==> src/hw/host_cmd_pkg.sv <==
// constants, types and shared layout of the terminal host command executor
// Behaviour
// - each pass tests the request flag; clear skips execution, set runs a command
// - a pending request reads the command number and dispatches one of sixteen handlers
// - handlers fetch their arguments from the three argument bytes after the number
// - results go back to the argument locations, main status always in the result location
// - after results are stored the request flag is cleared to signal completion
// - codes 0..7: read buf, write buf, status/cursor, clear bits, key, pen, reset, trig data
// - codes 8..15: trig addr, attn mask, term type, relay, term info, noop, revision, reserved
// - status changes go to the coax task as mailbox entries of location and change
// - mailbox asks resets of cursor, key empty, polled, unit reset bits and coax reset
// - pending changes accumulate during a pass and are posted once at its end
// - sticky main status bits stay set until a host clear command
// - fatal error and command interrupt bits are never set and read zero
// - aux change bit sets when the new aux byte differs from the previous one
package host_cmd_pkg;

	// ---------------------------------------------------------------
	// register byte offsets
	// ---------------------------------------------------------------
	localparam logic [7:0] OFS_FLAG = 8'h00;
	localparam logic [7:0] OFS_NUM = 8'h04;
	localparam logic [7:0] OFS_ARG0 = 8'h08;
	localparam logic [7:0] OFS_ARG1 = 8'h0C;
	localparam logic [7:0] OFS_ARG2 = 8'h10;
	localparam logic [7:0] OFS_RES = 8'h14;
	localparam logic [7:0] OFS_MAIN = 8'h18;
	localparam logic [7:0] OFS_AUX = 8'h1C;
	localparam logic [7:0] OFS_ISTAT = 8'h20;
	localparam logic [7:0] OFS_IMASK = 8'h24;

	// ---------------------------------------------------------------
	// main status bit positions
	// ---------------------------------------------------------------
	localparam int MS_AUXCHG = 7;
	localparam int MS_TRIG = 6;
	localparam int MS_KEYEMPTY = 5;
	localparam int MS_FATAL = 4;
	localparam int MS_UNITRST = 3;
	localparam int MS_CMDIRQ = 2;
	localparam int MS_BUFMOD = 1;
	localparam int MS_CURSOR = 0;
	localparam int AUX_POLLED = 6;
	localparam logic [7:0] AUX_USED = 8'h7F;
	localparam logic [7:0] COAX_STICKY = 8'h2B;

	// ---------------------------------------------------------------
	// change accumulator bits and mailbox location
	// ---------------------------------------------------------------
	localparam int ACC_CURSOR = 0;
	localparam int ACC_KEYEMPTY = 1;
	localparam int ACC_POLLED = 2;
	localparam int ACC_UNITRST = 3;
	localparam int ACC_POR = 4;
	localparam logic [7:0] MBOX_LOC_MAIN = 8'h01;

	// ---------------------------------------------------------------
	// interrupt bits, identity, reset values
	// ---------------------------------------------------------------
	localparam int INT_DONE = 0;
	localparam int INT_ATTN = 1;
	localparam int INT_BADCMD = 2;
	localparam logic [7:0] REV_ID = 8'h11;
	localparam logic [7:0] VENDOR_ID = 8'h5A;
	localparam logic [7:0] RST_BYTE = 8'h00;

	typedef enum logic [3:0] {
		C_RDBUF, C_WRBUF, C_STATCUR, C_CLRSTAT, C_KEY, C_PEN, C_POR, C_TRIGDATA,
		C_TRIGADDR, C_ATTNMASK, C_TERMTYPE, C_RELAY, C_TERMINFO, C_NOOP, C_REVID,
		C_RESERVED
	} cmd_e;

	typedef enum logic [2:0] {
		S_SCAN = 3'b000,
		S_STAT = 3'b001,
		S_EXEC = 3'b011,
		S_DONE = 3'b010,
		S_MBOX = 3'b110
	} pass_e;

	typedef struct packed {
		logic valid;
		logic [7:0] loc;
		logic [7:0] change;
	} mbox_s;

	typedef struct packed {
		logic valid;
		logic [3:0] cmd;
		logic [7:0] arg0;
		logic [7:0] arg1;
	} coax_req_s;

endpackage : host_cmd_pkg

==> src/hw/host_cmd_exec.sv <==
// command executor: avalon register slave, pass sequencer, status and mailbox
`timescale 1ns/1ns
module host_cmd_exec (
	input wire logic mclk,
	input wire logic resetn,
	input wire logic [7:0] address,
	input wire logic read,
	input wire logic write,
	input wire logic [31:0] writedata,
	output logic [31:0] readdata,
	output logic waitrequest,
	input wire logic [7:0] coaxStatus,
	input wire logic [7:0] coaxAux,
	input wire logic [15:0] cursorAddr,
	output host_cmd_pkg::mbox_s mbox,
	output host_cmd_pkg::coax_req_s coaxReq,
	output logic irq
);

	// ---------------------------------------------------------------
	// state
	// ---------------------------------------------------------------
	typedef struct packed {
		host_cmd_pkg::pass_e fsm;
		logic cmdFlag;
		logic [3:0] cmdNum;
		logic [2:0][7:0] args;
		logic [7:0] resMain;
		logic [7:0] mainStat;
		logic [7:0] auxPrev;
		logic [7:0] trigData;
		logic [7:0] trigMask;
		logic [3:0] trigAddr;
		logic [7:0] attnMask;
		logic [7:0] termType;
		logic [4:0] accum;
		logic [15:0][7:0] buffer;
		logic [2:0] intStat;
		logic [2:0] intMask;
		logic irq;
		logic waitreq;
		logic [31:0] rdata;
		host_cmd_pkg::mbox_s mbox;
		host_cmd_pkg::coax_req_s creq;
	} state_s;

	state_s st_r;
	state_s st_nxt;

	function automatic logic [31:0] byteWord(input logic [7:0] b);
		byteWord = {24'h000000, b};
	endfunction : byteWord

	logic busReq;
	logic busTake;
	logic [7:0] newAux;
	logic [7:0] newMain;
	logic trigHit;

	assign busReq = read | write;
	assign busTake = busReq & ~st_r.waitreq;
	assign newAux = coaxAux & host_cmd_pkg::AUX_USED;
	assign trigHit = (st_r.trigMask != 8'h00) &&
		((st_r.buffer[st_r.trigAddr] & st_r.trigMask) == (st_r.trigData & st_r.trigMask));

	always_comb begin
		newMain = st_r.mainStat | (coaxStatus & host_cmd_pkg::COAX_STICKY);
		if (newAux != st_r.auxPrev) begin
			newMain[host_cmd_pkg::MS_AUXCHG] = 1'b1;
		end
		if (trigHit) begin
			newMain[host_cmd_pkg::MS_TRIG] = 1'b1;
		end
		newMain[host_cmd_pkg::MS_FATAL] = 1'b0;
		newMain[host_cmd_pkg::MS_CMDIRQ] = 1'b0;
	end

	// ---------------------------------------------------------------
	// next state
	// ---------------------------------------------------------------
	always_comb begin
		st_nxt = st_r;
		st_nxt.mbox.valid = 1'b0;
		st_nxt.creq.valid = 1'b0;
		// one wait cycle per access, then a single low cycle
		st_nxt.waitreq = ~(busReq & st_r.waitreq);
		if (busReq && st_r.waitreq && read) begin
			unique case (address)
				host_cmd_pkg::OFS_FLAG: st_nxt.rdata = {31'h0, st_r.cmdFlag};
				host_cmd_pkg::OFS_NUM: st_nxt.rdata = {28'h0000000, st_r.cmdNum};
				host_cmd_pkg::OFS_ARG0: st_nxt.rdata = byteWord(st_r.args[0]);
				host_cmd_pkg::OFS_ARG1: st_nxt.rdata = byteWord(st_r.args[1]);
				host_cmd_pkg::OFS_ARG2: st_nxt.rdata = byteWord(st_r.args[2]);
				host_cmd_pkg::OFS_RES: st_nxt.rdata = byteWord(st_r.resMain);
				host_cmd_pkg::OFS_MAIN: st_nxt.rdata = byteWord(st_r.mainStat);
				host_cmd_pkg::OFS_AUX: st_nxt.rdata = byteWord(st_r.auxPrev);
				host_cmd_pkg::OFS_ISTAT: st_nxt.rdata = {29'h0, st_r.intStat};
				host_cmd_pkg::OFS_IMASK: st_nxt.rdata = {29'h0, st_r.intMask};
				default: st_nxt.rdata = 32'h00000000;
			endcase
		end
		if (busTake && write) begin
			unique case (address)
				host_cmd_pkg::OFS_FLAG: st_nxt.cmdFlag = writedata[0];
				host_cmd_pkg::OFS_NUM: st_nxt.cmdNum = writedata[3:0];
				host_cmd_pkg::OFS_ARG0: st_nxt.args[0] = writedata[7:0];
				host_cmd_pkg::OFS_ARG1: st_nxt.args[1] = writedata[7:0];
				host_cmd_pkg::OFS_ARG2: st_nxt.args[2] = writedata[7:0];
				host_cmd_pkg::OFS_ISTAT: st_nxt.intStat = st_r.intStat & ~writedata[2:0];
				host_cmd_pkg::OFS_IMASK: st_nxt.intMask = writedata[2:0];
				default: st_nxt.intMask = st_r.intMask;
			endcase
		end

		unique case (st_r.fsm)
			host_cmd_pkg::S_SCAN: begin
				st_nxt.fsm = host_cmd_pkg::S_STAT;
			end
			host_cmd_pkg::S_STAT: begin
				st_nxt.mainStat = newMain;
				st_nxt.auxPrev = newAux;
				if (coaxStatus[host_cmd_pkg::MS_CURSOR]) begin
					st_nxt.accum[host_cmd_pkg::ACC_CURSOR] = 1'b1;
				end
				// attention: a main bit rising under the attention mask
				if (|(newMain & ~st_r.mainStat & st_r.attnMask)) begin
					st_nxt.intStat[host_cmd_pkg::INT_ATTN] = 1'b1;
				end
				if (st_r.cmdFlag) begin
					st_nxt.fsm = host_cmd_pkg::S_EXEC;
				end else begin
					st_nxt.fsm = host_cmd_pkg::S_MBOX;
				end
			end
			host_cmd_pkg::S_EXEC: begin
				st_nxt.fsm = host_cmd_pkg::S_DONE;
				unique case (host_cmd_pkg::cmd_e'(st_r.cmdNum))
					host_cmd_pkg::C_RDBUF: begin
						st_nxt.args[1] = st_r.buffer[st_r.args[0][3:0]];
					end
					host_cmd_pkg::C_WRBUF: begin
						st_nxt.buffer[st_r.args[0][3:0]] = st_r.args[1];
					end
					host_cmd_pkg::C_STATCUR: begin
						st_nxt.args[0] = st_r.auxPrev;
						st_nxt.args[1] = cursorAddr[7:0];
						st_nxt.args[2] = cursorAddr[15:8];
					end
					host_cmd_pkg::C_CLRSTAT: begin
						st_nxt.mainStat = st_r.mainStat & ~st_r.args[0];
						if (st_r.args[0][host_cmd_pkg::MS_CURSOR]) begin
							st_nxt.accum[host_cmd_pkg::ACC_CURSOR] = 1'b1;
						end
						if (st_r.args[0][host_cmd_pkg::MS_KEYEMPTY]) begin
							st_nxt.accum[host_cmd_pkg::ACC_KEYEMPTY] = 1'b1;
						end
						if (st_r.args[0][host_cmd_pkg::MS_UNITRST]) begin
							st_nxt.accum[host_cmd_pkg::ACC_UNITRST] = 1'b1;
						end
						if (st_r.args[1][host_cmd_pkg::AUX_POLLED]) begin
							st_nxt.accum[host_cmd_pkg::ACC_POLLED] = 1'b1;
						end
					end
					host_cmd_pkg::C_POR: begin
						st_nxt.accum[host_cmd_pkg::ACC_POR] = 1'b1;
					end
					host_cmd_pkg::C_TRIGDATA: begin
						st_nxt.trigData = st_r.args[0];
						st_nxt.trigMask = st_r.args[1];
					end
					host_cmd_pkg::C_TRIGADDR: begin
						st_nxt.trigAddr = st_r.args[0][3:0];
					end
					host_cmd_pkg::C_ATTNMASK: begin
						st_nxt.attnMask = st_r.args[0];
					end
					host_cmd_pkg::C_KEY, host_cmd_pkg::C_PEN, host_cmd_pkg::C_RELAY: begin
						st_nxt.creq = '{1'b1, st_r.cmdNum, st_r.args[0], st_r.args[1]};
					end
					host_cmd_pkg::C_TERMTYPE: begin
						st_nxt.termType = st_r.args[0];
						st_nxt.creq = '{1'b1, st_r.cmdNum, st_r.args[0], st_r.args[1]};
					end
					host_cmd_pkg::C_TERMINFO: begin
						st_nxt.args[1] = st_r.termType;
					end
					host_cmd_pkg::C_REVID: begin
						st_nxt.args[1] = host_cmd_pkg::REV_ID;
						st_nxt.args[2] = host_cmd_pkg::VENDOR_ID;
					end
					host_cmd_pkg::C_NOOP: begin
						st_nxt.fsm = host_cmd_pkg::S_DONE;
					end
					host_cmd_pkg::C_RESERVED: begin
						// host misuse is flagged, not executed
						st_nxt.intStat[host_cmd_pkg::INT_BADCMD] = 1'b1;
					end
				endcase
			end
			host_cmd_pkg::S_DONE: begin
				st_nxt.resMain = st_r.mainStat;
				st_nxt.cmdFlag = 1'b0;
				st_nxt.intStat[host_cmd_pkg::INT_DONE] = 1'b1;
				st_nxt.fsm = host_cmd_pkg::S_MBOX;
			end
			host_cmd_pkg::S_MBOX: begin
				// one post per pass keeps the coax task from seeing partial changes
				if (st_r.accum != 5'h00) begin
					st_nxt.mbox = '{1'b1, host_cmd_pkg::MBOX_LOC_MAIN, {3'h0, st_r.accum}};
					st_nxt.accum = 5'h00;
				end
				st_nxt.fsm = host_cmd_pkg::S_SCAN;
			end
			default: begin
				st_nxt.fsm = host_cmd_pkg::S_SCAN;
			end
		endcase
		st_nxt.irq = |(st_nxt.intStat & st_nxt.intMask);
	end

	always_ff @(posedge mclk or negedge resetn) begin
		if (!resetn) begin
			st_r <= '0;
			st_r.fsm <= host_cmd_pkg::S_SCAN;
			st_r.waitreq <= 1'b1;
			st_r.mainStat <= host_cmd_pkg::RST_BYTE;
		end else begin
			st_r <= st_nxt;
		end
	end

	assign readdata = st_r.rdata;
	assign waitrequest = st_r.waitreq;
	assign mbox = st_r.mbox;
	assign coaxReq = st_r.creq;
	assign irq = st_r.irq;
endmodule : host_cmd_exec

==> config.mk <==
export PLATFORM = sky130hd
export DESIGN_NAME = host_cmd_exec
export DESIGN_NICKNAME = d
export VERILOG_FILES = /design/src/hw/host_cmd_pkg.sv /design/src/hw/host_cmd_exec.sv
export SDC_FILE = /design/constraint.sdc
export NUM_CORES = 1
export LEC_CHECK = 0
export ABC_AREA = 0
export BUFFER_PORTS_ARGS = -buffer_cell sky130_fd_sc_hd__buf_2
export CAP_MARGIN = 20
export CELL_PAD_IN_SITES_DETAIL_PLACEMENT = 0
export CELL_PAD_IN_SITES_GLOBAL_PLACEMENT = 1
export CORE_MARGIN = 1.5
export CORE_UTILIZATION = 44
export CTS_CLUSTER_DIAMETER = 40
export DETAILED_ROUTE_END_ITERATION = 7
export GPL_ROUTABILITY_DRIVEN = 0
export GPL_TIMING_DRIVEN = 0
export HOLD_SLACK_MARGIN = 0.12
export PLACE_DENSITY_LB_ADDON = 0.1
export SLEW_MARGIN = 20
export SYNTH_ARGS = -nofsm -noshare
export SYNTH_HDL_FRONTEND = slang
export SYNTH_SLANG_ARGS = --single-unit
==> constraint.sdc <==
create_clock -name mclk -period 2.51 [get_ports mclk]
set_input_delay 0.1255 -clock mclk [delete_from_list [all_inputs] [get_ports mclk]]
set_output_delay 0.1255 -clock mclk [all_outputs]
set_load 0.05 [all_outputs]
### Yosys cells after proc, flatten, opt, wreduce, memory -nomap -nowiden

Cells that the tools add are included.

| word-level totals | value |
|---|---|
| register bits | 292 |
| input port bits | 76 |

| cells by class | value |
|---|---|
| $lt $le $gt $ge | 3 |
| equal/unequal tests | 37 |
| muxes and demuxes | 47 |
| bitwise gates (word level) | 16 |
| reduce and logical (&&, ||, !) cells | 33 |

Operators with widths:

| operator | count |
|---|---|
| 128-bit bitwise mux | 1 |
| 8-bit case mux with 10 select lines | 1 |
| 8-bit binary-select mux with 4-bit select | 2 |
| 8-bit 2-to-1 mux | 8 |
| 21-bit 2-to-1 mux | 2 |
| 8-bit bitwise AND | 5 |
| 17-bit 2-to-1 mux | 2 |
| 8-bit demux with 4-bit select | 1 |
| 8-bit by 5-bit equality test with 1-bit output (second input constant) | 4 |
| 8-bit case mux with 2 select lines | 2 |
| 8-bit case mux with 4 select lines | 1 |
| 29-bit 2-to-1 mux | 1 |
| 4-bit equality test (second input constant) | 7 |
| 24-bit 2-to-1 mux | 1 |
| 2-bit AND reduction | 10 |
| 4-bit by 3-bit equality test with 1-bit output (second input constant) | 4 |
| 8-bit by 4-bit equality test with 1-bit output (second input constant) | 2 |
| 8-bit by 6-bit equality test with 1-bit output (second input constant) | 2 |
| 8-bit inverter | 2 |
| 1-bit 2-to-1 mux | 15 |
| 2-bit inequality test (second input constant) | 6 |
| 3-bit case mux with 4 select lines | 1 |
| 4-bit AND reduction | 3 |
| 4-bit by 5-bit < comparator with 1-bit output (second input constant) | 2 |
| 35 further kinds | 51 |

### Longest topological paths before layout

Gate-level depths: netlist (run 1).

| logic depth | value |
|---|---|
| word-level depth | 13 |
| mapped depth | 10 |

### Worst setup path after synthesis (run 1)

No wires, ideal clock.

| path | value |
|---|---|
| path kind | register to register |
| start | register st_r[271] (netlist bit) |
| end | register st_r[280] (netlist bit) |
| setup time | 136 ps |
| data arrival time | 2236 ps |
| data required time | 2374 ps |
| slack | 138 ps |
| cell stages (with the launch flop) | 7 |
| cells stage by stage | dfrtp_1 -> buf_2 -> buf_2 -> mux4_2 -> mux4_2 -> a222oi_1 -> a21oi_1 |

RTL lines:

| what | line | RTL |
|---|---|---|
| start: declaration | host_cmd_exec.sv:47 | `state_s st_r;` |
| start signal: assignment | host_cmd_exec.sv:228 | `st_r <= st_nxt;` |

==> out/metrics.json, run 1 <==
{
  "timing.critical_path.fanout_max": {"value": 5},
  "muxShareOfSynthArea": {"value": 31.3, "unit": "%"},
  "via_count": {"value": 9980},
  "critical_path.endpoint_type": {"value": "register"},
  "fin_worst_hold_slack": {"value": 0.155, "unit": "ns"},
  "timing.max_cap.violations": {"value": 0},
  "p_leak": {"value": 8.32, "unit": "nW"},
  "worstMarginPinSlew": {"value": 0.975, "unit": "ns"},
  "irDropWorstVdd": {"value": 598, "unit": "uV"},
  "wl": {"value": 42900, "unit": "um"},
  "dpl_cell_area": {"value": 15200, "unit": "sq um"},
  "run_status": {"value": "finished, final reports clean"},
  "worstPathBufferInverterCount": {"value": 1},
  "worst_slew_margin_rel": {"value": 34.8, "unit": "%"},
  "p_per_area": {"value": 803, "unit": "nW/um^2"},
  "startpoint_class_of_the_critical_path": {"value": "register"},
  "syn-mean-instance-area": {"value": 12.7, "unit": "sq um"},
  "final_core_util": {"value": 56.7, "unit": "%"},
  "layout-drive-gt1-share": {"value": 46.7, "unit": "%"},
  "yosysSeqAreaShare": {"value": 47.4, "unit": "%"},
  "pin_count": {"value": 148},
  "grt_pass1_wl": {"value": 64700, "unit": "um"},
  "number_of_nets_at_the_end_of_the_flow": {"value": 1404},
  "synth_top_family_by_area": {"value": "multiplexers"},
  "io_buffers": {"value": 83},
  "chipHeight": {"value": 182, "unit": "um"},
  "fillCellCount": {"value": 2706},
  "synth-adder-area-share": {"value": 0, "unit": "%"},
  "synthArstFlopShare": {"value": 100, "unit": "%"},
  "layout.area.seq": {"value": 6660, "unit": "sq um"},
  "clkLatencyLatePin": {"value": 0.54, "unit": "ns"},
  "worst_clock_skew": {"value": 0.0249, "unit": "ns"},
  "detailedPlacementHpwl": {"value": 29200, "unit": "um"},
  "synth-simple-area-share": {"value": 7.54, "unit": "%"},
  "met1_usage": {"value": 36.1, "unit": "%"},
  "yosys.area_share.xor_xnor": {"value": 0.873, "unit": "%"},
  "number_of_antenna_violations_at_the_first_check_in_global_routing": {"value": 0},
  "grt_setup_unrepaired": {"value": "true"},
  "floorplan.rows": {"value": 65},
  "hold_path.class": {"value": "in -> async"},
  "routed_via_density": {"value": 5.65},
  "clock_tree.htree_level_count": {"value": 2},
  "global_route.usage.met3": {"value": 4.67, "unit": "%"},
  "fmax": {"value": 0.399, "unit": "GHz"},
  "flow.area_growth_from_synthesis": {"value": 27.1, "unit": "%"},
  "synth_ff_type": {"value": "sky130_fd_sc_hd__dfrtp_1"},
  "ys.warnings.count": {"value": 0},
  "grt_start_max_net_pins": {"value": 97},
  "final_critical_path_setup_slack": {"value": 0.00110, "unit": "ns"},
  "worst_path_largest_cell_delay": {"value": 0.52, "unit": "ns"},
  "synth_enable_flop_cells": {"value": 0},
  "final_period_minus_worst_setup_slack": {"value": 2.51, "unit": "ns"},
  "final_design_area_no_fill": {"value": 17800, "unit": "sq um"},
  "synth_compound_gate_area_share": {"value": 6.60, "unit": "%"},
  "ys_seq_elements": {"value": 266},
  "detail-route-antenna-nets": {"value": 0},
  "critical_path_required": {"value": 2.96, "unit": "ns"},
  "placement.setup.worst_slack": {"value": -1.01, "unit": "ns"},
  "cts_buffers": {"value": 44},
  "setup_violations": {"value": 0},
  "yosys.cell_types.count": {"value": 62},
  "worst_path_top_cell_family_by_delay": {"value": "multiplexers"},
  "first_global_vias": {"value": 10100},
  "detailed_router_iteration_count_before_antenna_repair": {"value": 7},
  "drt_first_iter_violations": {"value": 531},
  "groute.layer.met2.usage": {"value": 42.9, "unit": "%"},
  "netlist_instances": {"value": 1106},
  "drc": {"value": 0},
  "worst_path_most_repeated_cell": {"value": "sky130_fd_sc_hd__mux2i_4"},
  "clock_tree.root_cell": {"value": "sky130_fd_sc_hd__clkbuf_16"},
  "tritoncts_clock_tree": {"value": "done"},
  "cp_cell_sequence": {"value": "clkbuf_16 > mux4_2 > mux2i_4 > mux2i_4 > xor2_2 > a2111oi_4 > nand3_1 > a21oi_2"},
  "globalRoute.totalOverflow": {"value": 0},
  "globalRouteTotalUtil": {"value": 26.5, "unit": "%"},
  "floorplan.initialDensity": {"value": 44.6, "unit": "%"},
  "path_class": {"value": "reg -> reg"},
  "die_width": {"value": 182, "unit": "um"},
  "final.period_utilization": {"value": 100, "unit": "%"},
  "final-hold-violation-count": {"value": 0},
  "timing.final.max_slew_violations": {"value": 0},
  "clkSlewWorstSetupHoldPaths": {"value": 0.06, "unit": "ns"},
  "wire_per_inst": {"value": 24.3, "unit": "um"},
  "grt.busiest_layer": {"value": "met2"},
  "design.die.area": {"value": 33000, "unit": "sq um"},
  "synth.cell_area": {"value": 14000, "unit": "sq um"},
  "cpMaxStageDelayCell": {"value": "sky130_fd_sc_hd__mux4_2"},
  "cts_sinks": {"value": 266},
  "multi_input_comb_area": {"value": 6970, "unit": "sq um"},
  "design.core.area": {"value": 31500, "unit": "sq um"},
  "worst-endpoint-arrival": {"value": 2.96, "unit": "ns"},
  "buffers_from_clock_root_to_sink_at_most": {"value": 3},
  "num_antenna_cells": {"value": 0}
}
-- cell usage after synthesis (5+ instances only) --
master / instances / share of area [%]
sky130_fd_sc_hd__a31oi_1: 5 / 0.22
sky130_fd_sc_hd__o21ai_0: 27 / 0.96
sky130_fd_sc_hd__and2_1: 9 / 0.40
sky130_fd_sc_hd__xor2_1: 7 / 0.44
sky130_fd_sc_hd__buf_2: 10 / 0.36
sky130_fd_sc_hd__mux2i_1: 54 / 3.8
sky130_fd_sc_hd__and3_1: 5 / 0.22
sky130_fd_sc_hd__o22ai_1: 9 / 0.40
sky130_fd_sc_hd__nor2b_1: 7 / 0.31
sky130_fd_sc_hd__a21oi_1: 30 / 1.1
sky130_fd_sc_hd__mux4_2: 60 / 9.6
sky130_fd_sc_hd__buf_1: 6 / 0.16
sky130_fd_sc_hd__clkbuf_1: 43 / 1.1
sky130_fd_sc_hd__a22o_1: 14 / 0.87
sky130_fd_sc_hd__nor2_1: 53 / 1.4
sky130_fd_sc_hd__nand2b_1: 11 / 0.49
sky130_fd_sc_hd__a222oi_1: 10 / 0.71
sky130_fd_sc_hd__nand2_1: 67 / 1.8
sky130_fd_sc_hd__dfrtp_1: 265 / 47
sky130_fd_sc_hd__xnor2_1: 7 / 0.44
sky130_fd_sc_hd__a22oi_1: 22 / 1.2
sky130_fd_sc_hd__or4_1: 5 / 0.27
sky130_fd_sc_hd__nand3_1: 15 / 0.53
sky130_fd_sc_hd__mux2_2: 222 / 18
sky130_fd_sc_hd__nand3b_1: 5 / 0.27
sky130_fd_sc_hd__inv_1: 7 / 0.19
sky130_fd_sc_hd__buf_4: 75 / 4.0
-- layer usage --
metal  share of wire (%)  vias up  wire, um
met3                 5.5       85      2380
met5                   0        -         0
met4                 3.4        0      1440
met2                  47      321     20200
met1                  44     5110     18900
li1                    -     4464         -
-- placed cells by master (no fill, tap or decap), types with 10 or more instances in the layout --
master                          instances
sky130_fd_sc_hd__nor2_4                11
sky130_fd_sc_hd__a21oi_1               29
sky130_fd_sc_hd__o21ai_0               27
sky130_fd_sc_hd__conb_1                34
sky130_fd_sc_hd__a22oi_1               17
sky130_fd_sc_hd__clkbuf_16             46
sky130_fd_sc_hd__dfrtp_1              263
sky130_fd_sc_hd__nand2_1               65
sky130_fd_sc_hd__a22o_1                14
sky130_fd_sc_hd__dlygate4sd3_1         37
sky130_fd_sc_hd__nor2_1                39
sky130_fd_sc_hd__buf_4                100
sky130_fd_sc_hd__mux2i_1               44
sky130_fd_sc_hd__buf_2                 86
sky130_fd_sc_hd__clkbuf_1              33
sky130_fd_sc_hd__mux4_2                60
sky130_fd_sc_hd__a222oi_1              10
sky130_fd_sc_hd__mux2_2               222
sky130_fd_sc_hd__nand3_1               13
-- sequential cells by signal, summed over array words and instances (netlist names) --
register / cells
coaxReq: 21
st_r: 228
readdata: 8
waitrequest: 1
mbox: 7
irq: 1
-- where the power goes --
group	total, mW	internal [mW]	leakage, nW	switching [mW]
combinational	3.02	1.11	3.98	1.91
clock	6.38	4.23	0.762	2.15
sequential	4.93	4.59	3.58	0.339
-- final cells by class --
type,instances,area share (%)
buffer,130,5.42
clock buffer,58,7.03
clock inverter,23,1.78
inverter,7,0.147
multi-input combinational,727,39.1
sequential,266,37.3
tap,402,2.82
timing repair buffer,152,6.41
-- final timing paths --
path,slack [ns],startpoint,cells after the start,endpoint
worst max-delay path,0.001,st_r[228]$_DFFE_PN0P_,8,irq$_DFF_PN0_
worst min-delay path,0.16,resetn,2,mbox[8]$_DFFE_PN0P_
worst max register to register,0.001,st_r[228]$_DFFE_PN0P_,8,irq$_DFF_PN0_
worst min register to register,0.46,mbox[8]$_DFFE_PN0P_,1,mbox[8]$_DFFE_PN0P_
max in group asynchronous,0.97,resetn,4,st_r[109]$_DFFE_PN0P_
min in group mclk,0.16,address[0],5,st_r[299]$_DFFE_PN0P_
-- per-stage QoR --
| stage | TNS (ns) | power, mW | std cells |
|---|---|---|---|
| 6_report | 0 | 14.3 | 1765 |
| 5_1_grt | -0.582 | 14.9 | 1765 |
| 4_1_cts | -3.10 | 14.3 | 1749 |
| 3_5_place_dp | -89.81 | 7.74 | 1626 |
| 3_3_place_gp | -1116.42 | 7.72 | 1624 |
| 2_1_floorplan | 0 | 6.64 | 1139 |
-- cell families (layout without fill, tap and decap cells) --
logic type | count (synthesis) | count (layout)
AOI/OAI and AO/OA | 136 | 136
xor gates and xnor gates | 14 | 14
buffers and inverters | 146 | 370
DFF | 266 | 266
muxes | 336 | 336
other | 1 | 34
and+or+nand+nor | 207 | 207
-- timing repair --
action                                  4_1_cts  5_1_grt
endpoints found under the setup margin      189      137
buffers inserted                             10       19
hold buffers                                 37        0
pin swaps                                    12       10
gates resized for setup                      80       33
endpoints found under the hold margin       126        0
cloned                                        0        1
No activity file was read; power rests on OpenSTA's default activity.
==> inputs of run 2 (changes only) <==
- CORE_MARGIN: 1.5 -> 2
==> run 2 against run 1 <==
  * The run now ends with setup timing left
  * Register-to-register slack worse by 0.11 ns
  * Sequential power barely moved
  * Routed wire length increased by 2.0%
  * Critical path depth rose by 1
==> out/metrics.json, run 2 (synthesized netlist as in run 1, its figures left out) <==
{
  "drc": {"value": 0, "change": "unchanged"},
  "wire_per_inst": {"value": 24.8, "unit": "um", "change": "was 24.3 um"},
  "failed_checks": {"value": "setup timing"},
  "design.die.area": {"value": 33400, "unit": "sq um", "change": "was 33000 sq um"},
  "chipHeight": {"value": 183, "unit": "um", "change": "was 182 um"},
  "detailed_router_iteration_count_before_antenna_repair": {"value": 5, "change": "was 7"},
  "setup_violations": {"value": 33, "change": "was 0"},
  "pin_count": {"value": 148, "change": "unchanged"},
  "tritoncts_clock_tree": {"value": "done", "change": "unchanged"},
  "worst-endpoint-arrival": {"value": 3.05, "unit": "ns", "change": "was 2.96 ns"},
  "design.core.area": {"value": 31500, "unit": "sq um", "change": "unchanged"},
  "cts_sinks": {"value": 266, "change": "unchanged"},
  "run_status": {"value": "complete, but fails checks", "change": "was finished, final reports clean"},
  "layout.cells.most_common_list": {"value": "sky130_fd_sc_hd__dfrtp_1, sky130_fd_sc_hd__mux2_2, sky130_fd_sc_hd__buf_4, sky130_fd_sc_hd__buf_2, sky130_fd_sc_hd__nand2_1", "change": "unchanged"},
  "globalRouteTotalUtil": {"value": 26.6, "unit": "%", "change": "was 26.5%"},
  "wl": {"value": 43800, "unit": "um", "change": "was 42900 um"},
  "reg2reg_from": {"value": "st_r[302]$_DFF_PN0_", "change": "was st_r[228]$_DFFE_PN0P_"},
  "critical_path.endpoint_type": {"value": "register", "change": "unchanged"},
  "timing.critical_path.fanout_max": {"value": 9, "change": "was 5"},
  "final_period_minus_worst_setup_slack": {"value": 2.62, "unit": "ns", "change": "was 2.51 ns"},
  "num_antenna_cells": {"value": 0, "change": "unchanged"},
  "first_global_vias": {"value": 10300, "change": "was 10100"},
  "via_count": {"value": 10200, "change": "was 9980"},
  "fin_worst_hold_slack": {"value": 0.153, "unit": "ns", "change": "was 0.155 ns"},
  "clkSlewWorstSetupHoldPaths": {"value": 0.05, "unit": "ns", "change": "was 0.06 ns"},
  "max_flop_register": {"value": "st_r", "change": "unchanged"},
  "number_of_antenna_violations_at_the_first_check_in_global_routing": {"value": 1, "change": "was 0"},
  "layout-drive-gt1-share": {"value": 46.2, "unit": "%", "change": "was 46.7%"},
  "timing.rr.end": {"value": "st_r[192]$_DFFE_PN0P_", "change": "was irq$_DFF_PN0_"},
  "grt_pass1_wl": {"value": 65700, "unit": "um", "change": "was 64700 um"},
  "number_of_nets_at_the_end_of_the_flow": {"value": 1400, "change": "was 1404"},
  "flow.area_growth_from_synthesis": {"value": 26.4, "unit": "%", "change": "was 27.1%"},
  "clock_tree.root_cell": {"value": "sky130_fd_sc_hd__clkbuf_16", "change": "unchanged"},
  "dpl_cell_area": {"value": 15200, "unit": "sq um", "change": "about the same"},
  "detailedPlacementHpwl": {"value": 29600, "unit": "um", "change": "was 29200 um"},
  "final.period_utilization": {"value": 104, "unit": "%", "change": "was 100%"},
  "largest_register_ff_count": {"value": 228, "change": "unchanged"},
  "grt_start_max_net_pins": {"value": 84, "change": "was 97"},
  "layout_commonest_cell": {"value": "sky130_fd_sc_hd__dfrtp_1", "change": "unchanged"},
  "worst_slew_margin_rel": {"value": 32.0, "unit": "%", "change": "was 34.8%"},
  "fmax": {"value": 0.382, "unit": "GHz", "change": "was 0.399 GHz"},
  "clock_tree.htree_level_count": {"value": 2, "change": "unchanged"},
  "final-hold-violation-count": {"value": 0, "change": "unchanged"},
  "cts_buffers": {"value": 47, "change": "was 44"},
  "path_class": {"value": "reg -> reg", "change": "unchanged"},
  "critical_path_required": {"value": 2.94, "unit": "ns", "change": "was 2.96 ns"},
  "floorplan.rows": {"value": 65, "change": "unchanged"},
  "worstMarginPinSlew": {"value": 1.02, "unit": "ns", "change": "was 0.975 ns"},
  "final_design_area_no_fill": {"value": 17800, "unit": "sq um", "change": "about the same"},
  "clkLatencyLatePin": {"value": 0.56, "unit": "ns", "change": "was 0.54 ns"},
  "startpoint": {"value": "st_r[302]$_DFF_PN0_", "change": "was st_r[228]$_DFFE_PN0P_"},
  "timing.max_cap.violations": {"value": 0, "change": "unchanged"},
  "timing.final.max_slew_violations": {"value": 0, "change": "unchanged"},
  "p_leak": {"value": 8.31, "unit": "nW", "change": "was 8.32 nW"},
  "final_core_util": {"value": 56.4, "unit": "%", "change": "was 56.7%"},
  "grt_setup_unrepaired": {"value": "true", "change": "unchanged"},
  "globalRoute.totalOverflow": {"value": 0, "change": "unchanged"},
  "cp-endpoint": {"value": "st_r[192]$_DFFE_PN0P_", "change": "was irq$_DFF_PN0_"},
  "io_buffers": {"value": 83, "change": "unchanged"},
  "startpoint_class_of_the_critical_path": {"value": "register", "change": "unchanged"},
  "routed_via_density": {"value": 5.79, "change": "was 5.65"},
  "rrSetupSlack": {"value": -0.11, "unit": "ns", "change": "was 0.001 ns"},
  "hold_path.class": {"value": "in -> reg", "change": "was in -> async"},
  "final_critical_path_setup_slack": {"value": -0.107, "unit": "ns", "change": "was 0.00110 ns"},
  "worst_clock_skew": {"value": 0.0203, "unit": "ns", "change": "was 0.0249 ns"},
  "tns_setup": {"value": -2.29, "unit": "ns", "change": "was 0 ns"},
  "drt_first_iter_violations": {"value": 668, "change": "was 531"},
  "detail-route-antenna-nets": {"value": 0, "change": "unchanged"},
  "floorplan.initialDensity": {"value": 44.6, "unit": "%", "change": "unchanged"},
  "irDropWorstVdd": {"value": 586, "unit": "uV", "change": "was 598 uV"},
  "buffers_from_clock_root_to_sink_at_most": {"value": 3, "change": "unchanged"},
  "die_width": {"value": 183, "unit": "um", "change": "was 182 um"},
  "p_per_area": {"value": 806, "unit": "nW/um^2", "change": "was 803 nW/um^2"},
  "reg2reg_depth": {"value": 9, "change": "was 8"}
}
run 2: cell types whose count changed in the layout (fill, tap and decap cells not counted), moves of 3 or more:
cell                        delta
sky130_fd_sc_hd__clkbuf_8      -4
sky130_fd_sc_hd__inv_6         +7
sky130_fd_sc_hd__bufinv_16     -3
sky130_fd_sc_hd__buf_4        -11
sky130_fd_sc_hd__mux2i_2       +3
sky130_fd_sc_hd__mux2i_4       -5
sky130_fd_sc_hd__clkbuf_2      +3
run 2: what timing repair did:
action,in CTS,in global routing
pin swaps,15,5
gates resized for setup,86,15
hold endpoints to repair,180,0
buffers inserted,13,6
setup endpoints to repair,196,123
hold buffers,38,0
run 2: worst max-delay path, stage by stage (launching register included):
cell and delay [ns]:
sky130_fd_sc_hd__dfrtp_1 0.35, sky130_fd_sc_hd__clkbuf_1 0.20, sky130_fd_sc_hd__nand3b_1 0.31, sky130_fd_sc_hd__nor2_2 0.28
sky130_fd_sc_hd__nand2_1 0.18, sky130_fd_sc_hd__nor2_1 0.31, sky130_fd_sc_hd__nand2_2 0.20, sky130_fd_sc_hd__nor2_4 0.17
sky130_fd_sc_hd__buf_12 0.17, sky130_fd_sc_hd__mux2_2 0.33
run 2: worst min path at each step:
| stage | startpoint | endpoint | slack (ns) | depth (start not counted) |
|---|---|---|---|---|
| floorplan | resetn | coaxReq[0]$_DFFE_PN0P_ | -0.17 | 0 |
| detailed placement | resetn | mbox[1]$_DFFE_PN0P_ | 0.06 | 1 |
| CTS | cursorAddr[4] | st_r[283]$_DFF_PN0_ | 0.13 | 6 |
| global route | resetn | waitrequest$_DFF_PN1_ | 0.15 | 2 |
| global placement | write | waitrequest$_DFF_PN1_ | 0.29 | 2 |
| finish | address[0] | st_r[299]$_DFFE_PN0P_ | 0.15 | 5 |
run 2: area by class of cell:
type                       instances  area (sq um)
inverter                           7          26.3
clock buffer                      57          1270
tap                              402           503
sequential                       266          6660
clock inverter                    29           313
multi-input combinational        727          6890
fill                            2621         13700
buffer                           132           967
timing repair buffer             143          1120
run 2: routing by layer:
metal	part of all wire, %	track usage [%]	wire length [um]	vias to the layer above
li1	-	-	-	4484
met1	43	36.3	19000	5223
met2	47	43.0	20500	391
met3	6.2	4.47	2700	103
met4	3.7	9.90	1600	0
met5	0	0	0	-
run 2: through the flow:
step	total power, mW	cells	setup slack, ns
2_1_floorplan	6.64	1139	0.138
3_3_place_gp	7.72	1624	-3.85
3_5_place_dp	7.75	1627	-0.927
4_1_cts	14.4	1761	-0.102
5_1_grt	14.9	1763	-0.100
6_report	14.3	1763	-0.107
run 2: power breakdown:
part	internal (mW)	switching [mW]	leakage [nW]
registers	4.59	0.352	3.58
clock network	4.07	2.33	0.779
logic	1.09	1.90	3.96
==> inputs of run 3 (changes only) <==
- CORE_UTILIZATION: 44 -> 45
- CTS_BUF_LIST: unset -> sky130_fd_sc_hd__clkbuf_2 sky130_fd_sc_hd__clkbuf_4 sky130_fd_sc_hd__clkbuf_8
==> run 3 against run 2 <==
  * The run still ends with setup timing left
  * Critical endpoint is now irq$_DFF_PN0_
  * Clock skew grew 0.0013 ns
  * Critical path type unchanged
  * Worst setup slack gained 0.073 ns
  * Routed wire length grew 0.12%
  * Clock-buffer cell count grew 23
  * Sequential power is essentially flat
  * Final area is essentially flat
  * Die area shrank 2.2%
==> out/metrics.json, run 3 (synthesized netlist as in run 1, its figures left out) <==
{
  "critical_path_required": {"value": 3.00, "unit": "ns", "change": "was 2.94 ns"},
  "final_critical_path_setup_slack": {"value": -0.0336, "unit": "ns", "change": "was -0.107 ns"},
  "chipHeight": {"value": 181, "unit": "um", "change": "was 183 um"},
  "p_leak": {"value": 8.33, "unit": "nW", "change": "was 8.31 nW"},
  "grt_pass1_wl": {"value": 65600, "unit": "um", "change": "was 65700 um"},
  "hold_path_depth": {"value": 4, "change": "was 5"},
  "timing.max_cap.violations": {"value": 0, "change": "unchanged"},
  "reg2reg_from": {"value": "st_r[228]$_DFFE_PN0P_", "change": "was st_r[302]$_DFF_PN0_"},
  "detail-route-antenna-nets": {"value": 0, "change": "unchanged"},
  "min_delay_worst_endpoint": {"value": "st_r[294]$_DFF_PN0_", "change": "was st_r[299]$_DFFE_PN0P_"},
  "cts_sinks": {"value": 266, "change": "unchanged"},
  "clock_tree.htree_level_count": {"value": 2, "change": "unchanged"},
  "critical_path.endpoint_type": {"value": "register", "change": "unchanged"},
  "design.core.area": {"value": 30700, "unit": "sq um", "change": "was 31500 sq um"},
  "via_count": {"value": 10200, "change": "about the same"},
  "path_class": {"value": "reg -> reg", "change": "unchanged"},
  "layout-drive-gt1-share": {"value": 48.4, "unit": "%", "change": "was 46.2%"},
  "post-layout-total-power": {"value": 12.6, "unit": "mW", "change": "was 14.3 mW"},
  "max_flop_register": {"value": "st_r", "change": "unchanged"},
  "worst_clock_skew": {"value": 0.0215, "unit": "ns", "change": "was 0.0203 ns"},
  "worst_slew_margin_rel": {"value": 33.0, "unit": "%", "change": "was 32.0%"},
  "rrSetupSlack": {"value": -0.03, "unit": "ns", "change": "was -0.11 ns"},
  "drc": {"value": 0, "change": "unchanged"},
  "grt_start_max_net_pins": {"value": 83, "change": "was 84"},
  "worst-endpoint-arrival": {"value": 3.03, "unit": "ns", "change": "was 3.05 ns"},
  "design.die.area": {"value": 32600, "unit": "sq um", "change": "was 33400 sq um"},
  "io_buffers": {"value": 83, "change": "unchanged"},
  "floorplan.rows": {"value": 64, "change": "was 65"},
  "fin_worst_hold_slack": {"value": 0.315, "unit": "ns", "change": "was 0.153 ns"},
  "routed_via_density": {"value": 5.68, "change": "was 5.79"},
  "detailed_router_iteration_count_before_antenna_repair": {"value": 8, "change": "was 5"},
  "reg2reg_depth": {"value": 8, "change": "was 9"},
  "fmax": {"value": 0.393, "unit": "GHz", "change": "was 0.382 GHz"},
  "final.period_utilization": {"value": 101, "unit": "%", "change": "was 104%"},
  "p_per_area": {"value": 708, "unit": "nW/um^2", "change": "was 806 nW/um^2"},
  "die_width": {"value": 181, "unit": "um", "change": "was 183 um"},
  "first_global_vias": {"value": 10400, "change": "was 10300"},
  "tritoncts_clock_tree": {"value": "done", "change": "unchanged"},
  "detailedPlacementHpwl": {"value": 29400, "unit": "um", "change": "was 29600 um"},
  "grt_setup_unrepaired": {"value": "true", "change": "unchanged"},
  "globalRouteTotalUtil": {"value": 26.9, "unit": "%", "change": "was 26.6%"},
  "floorplan.initialDensity": {"value": 45.8, "unit": "%", "change": "was 44.6%"},
  "worstMarginPinSlew": {"value": 1.00, "unit": "ns", "change": "was 1.02 ns"},
  "pin_count": {"value": 148, "change": "unchanged"},
  "final_period_minus_worst_setup_slack": {"value": 2.54, "unit": "ns", "change": "was 2.62 ns"},
  "wire_per_inst": {"value": 24.3, "unit": "um", "change": "was 24.8 um"},
  "placement.setup.worst_slack": {"value": -0.850, "unit": "ns", "change": "was -0.927 ns"},
  "failed_checks": {"value": "setup timing", "change": "unchanged"},
  "timing.rr.end": {"value": "irq$_DFF_PN0_", "change": "was st_r[192]$_DFFE_PN0P_"},
  "largest_register_ff_count": {"value": 228, "change": "unchanged"},
  "num_antenna_cells": {"value": 0, "change": "unchanged"},
  "timing.final.max_slew_violations": {"value": 0, "change": "unchanged"},
  "number_of_antenna_violations_at_the_first_check_in_global_routing": {"value": 0, "change": "was 1"},
  "globalRoute.totalOverflow": {"value": 0, "change": "unchanged"},
  "flow.area_growth_from_synthesis": {"value": 26.5, "unit": "%", "change": "was 26.4%"},
  "hold_path.class": {"value": "in -> reg", "change": "unchanged"},
  "tns_setup": {"value": -0.0377, "unit": "ns", "change": "was -2.29 ns"},
  "drt_first_iter_violations": {"value": 747, "change": "was 668"},
  "start_point_of_the_worst_min_delay_path": {"value": "cursorAddr[15]", "change": "was address[0]"},
  "clkSlewWorstSetupHoldPaths": {"value": 0.06, "unit": "ns", "change": "was 0.05 ns"},
  "final_core_util": {"value": 57.9, "unit": "%", "change": "was 56.4%"},
  "layout_commonest_cell": {"value": "sky130_fd_sc_hd__dfrtp_1", "change": "unchanged"},
  "layout.cells.most_common_list": {"value": "sky130_fd_sc_hd__dfrtp_1, sky130_fd_sc_hd__mux2_2, sky130_fd_sc_hd__buf_4, sky130_fd_sc_hd__buf_2, sky130_fd_sc_hd__nand2_1", "change": "unchanged"},
  "buffers_from_clock_root_to_sink_at_most": {"value": 3, "change": "unchanged"},
  "irDropWorstVdd": {"value": 536, "unit": "uV", "change": "was 586 uV"},
  "run_status": {"value": "complete, but fails checks", "change": "unchanged"},
  "number_of_nets_at_the_end_of_the_flow": {"value": 1444, "change": "was 1400"},
  "startpoint_class_of_the_critical_path": {"value": "register", "change": "unchanged"},
  "setup_violations": {"value": 2, "change": "was 33"},
  "wl": {"value": 43800, "unit": "um", "change": "about the same"},
  "clock_tree.root_cell": {"value": "sky130_fd_sc_hd__clkbuf_8", "change": "was sky130_fd_sc_hd__clkbuf_16"},
  "clkLatencyLatePin": {"value": 0.58, "unit": "ns", "change": "was 0.56 ns"},
  "final-hold-violation-count": {"value": 0, "change": "unchanged"},
  "cts_buffers": {"value": 51, "change": "was 47"},
  "timing.critical_path.fanout_max": {"value": 6, "change": "was 9"}
}
run 3: area by class of cell:
class	count	area, sq um
buffer	130	983
clock buffer	80	995
clock inverter	11	91.3
fill	2593	12900
inverter	7	26.3
multi-input combinational	727	7010
sequential	266	6660
tap	396	495
timing repair buffer	185	1500
run 3: power breakdown:
part | total [mW] | internal, mW | switching, mW
registers | 4.94 | 4.59 | 0.355
logic | 3.13 | 1.20 | 1.93
clock network | 4.51 | 2.62 | 1.89
total | 12.6 | 8.40 | 4.18
run 3: how the worst max path moves through the flow:
stage | startpoint | endpoint | slack [ns]
after floorplan | st_r[271]$_DFF_PN0_ | st_r[280]$_DFF_PN0_ | 0.14
after global placement | resetn | coaxReq[0]$_DFFE_PN0P_ | -3.81
after detailed placement | st_r[273]$_DFF_PN0_ | st_r[177]$_DFFE_PN0P_ | -0.85
after CTS | st_r[297]$_DFFE_PN0P_ | st_r[241]$_DFFE_PN0P_ | -0.08
after global routing | st_r[228]$_DFFE_PN0P_ | irq$_DFF_PN0_ | -0.13
final | st_r[228]$_DFFE_PN0P_ | irq$_DFF_PN0_ | -0.03
run 3: through the flow:
stage,cells,cell area [sq um]
3_3_place_gp,1618,15100
3_5_place_dp,1624,15200
4_1_cts,1785,17400
2_1_floorplan,1139,14200
5_1_grt,1802,17800
6_report,1802,17800
run 3: repair_timing:
item / in CTS / in global routing
resized for setup: 100 / 35
pin swaps: 14 / 17
hold endpoints to repair: 176 / 0
endpoints found under the setup margin: 174 / 146
hold buffers: 50 / 0
gates cloned: 0 / 1
setup buffers: 23 / 22
run 3: critical path, cell delays in order, from the launching register on:
cell                        delay [ns]
sky130_fd_sc_hd__dfrtp_2          0.45
sky130_fd_sc_hd__buf_12           0.16
sky130_fd_sc_hd__mux4_2           0.52
sky130_fd_sc_hd__mux2i_2          0.17
sky130_fd_sc_hd__mux2i_2          0.15
sky130_fd_sc_hd__xor2_2           0.19
sky130_fd_sc_hd__a2111oi_4        0.48
sky130_fd_sc_hd__nand3_2          0.18
sky130_fd_sc_hd__a21oi_2          0.16
run 3: routing by layer:
layer / share of wire, % / GRT usage [%] / vias to the layer above
met1: 42 / 36.3 / 5216
met2: 48 / 43.2 / 368
met5: 0 / 0 / -
met4: 4.3 / 11.3 / 0
met3: 5.8 / 4.26 / 114
li1: - / - / 4545
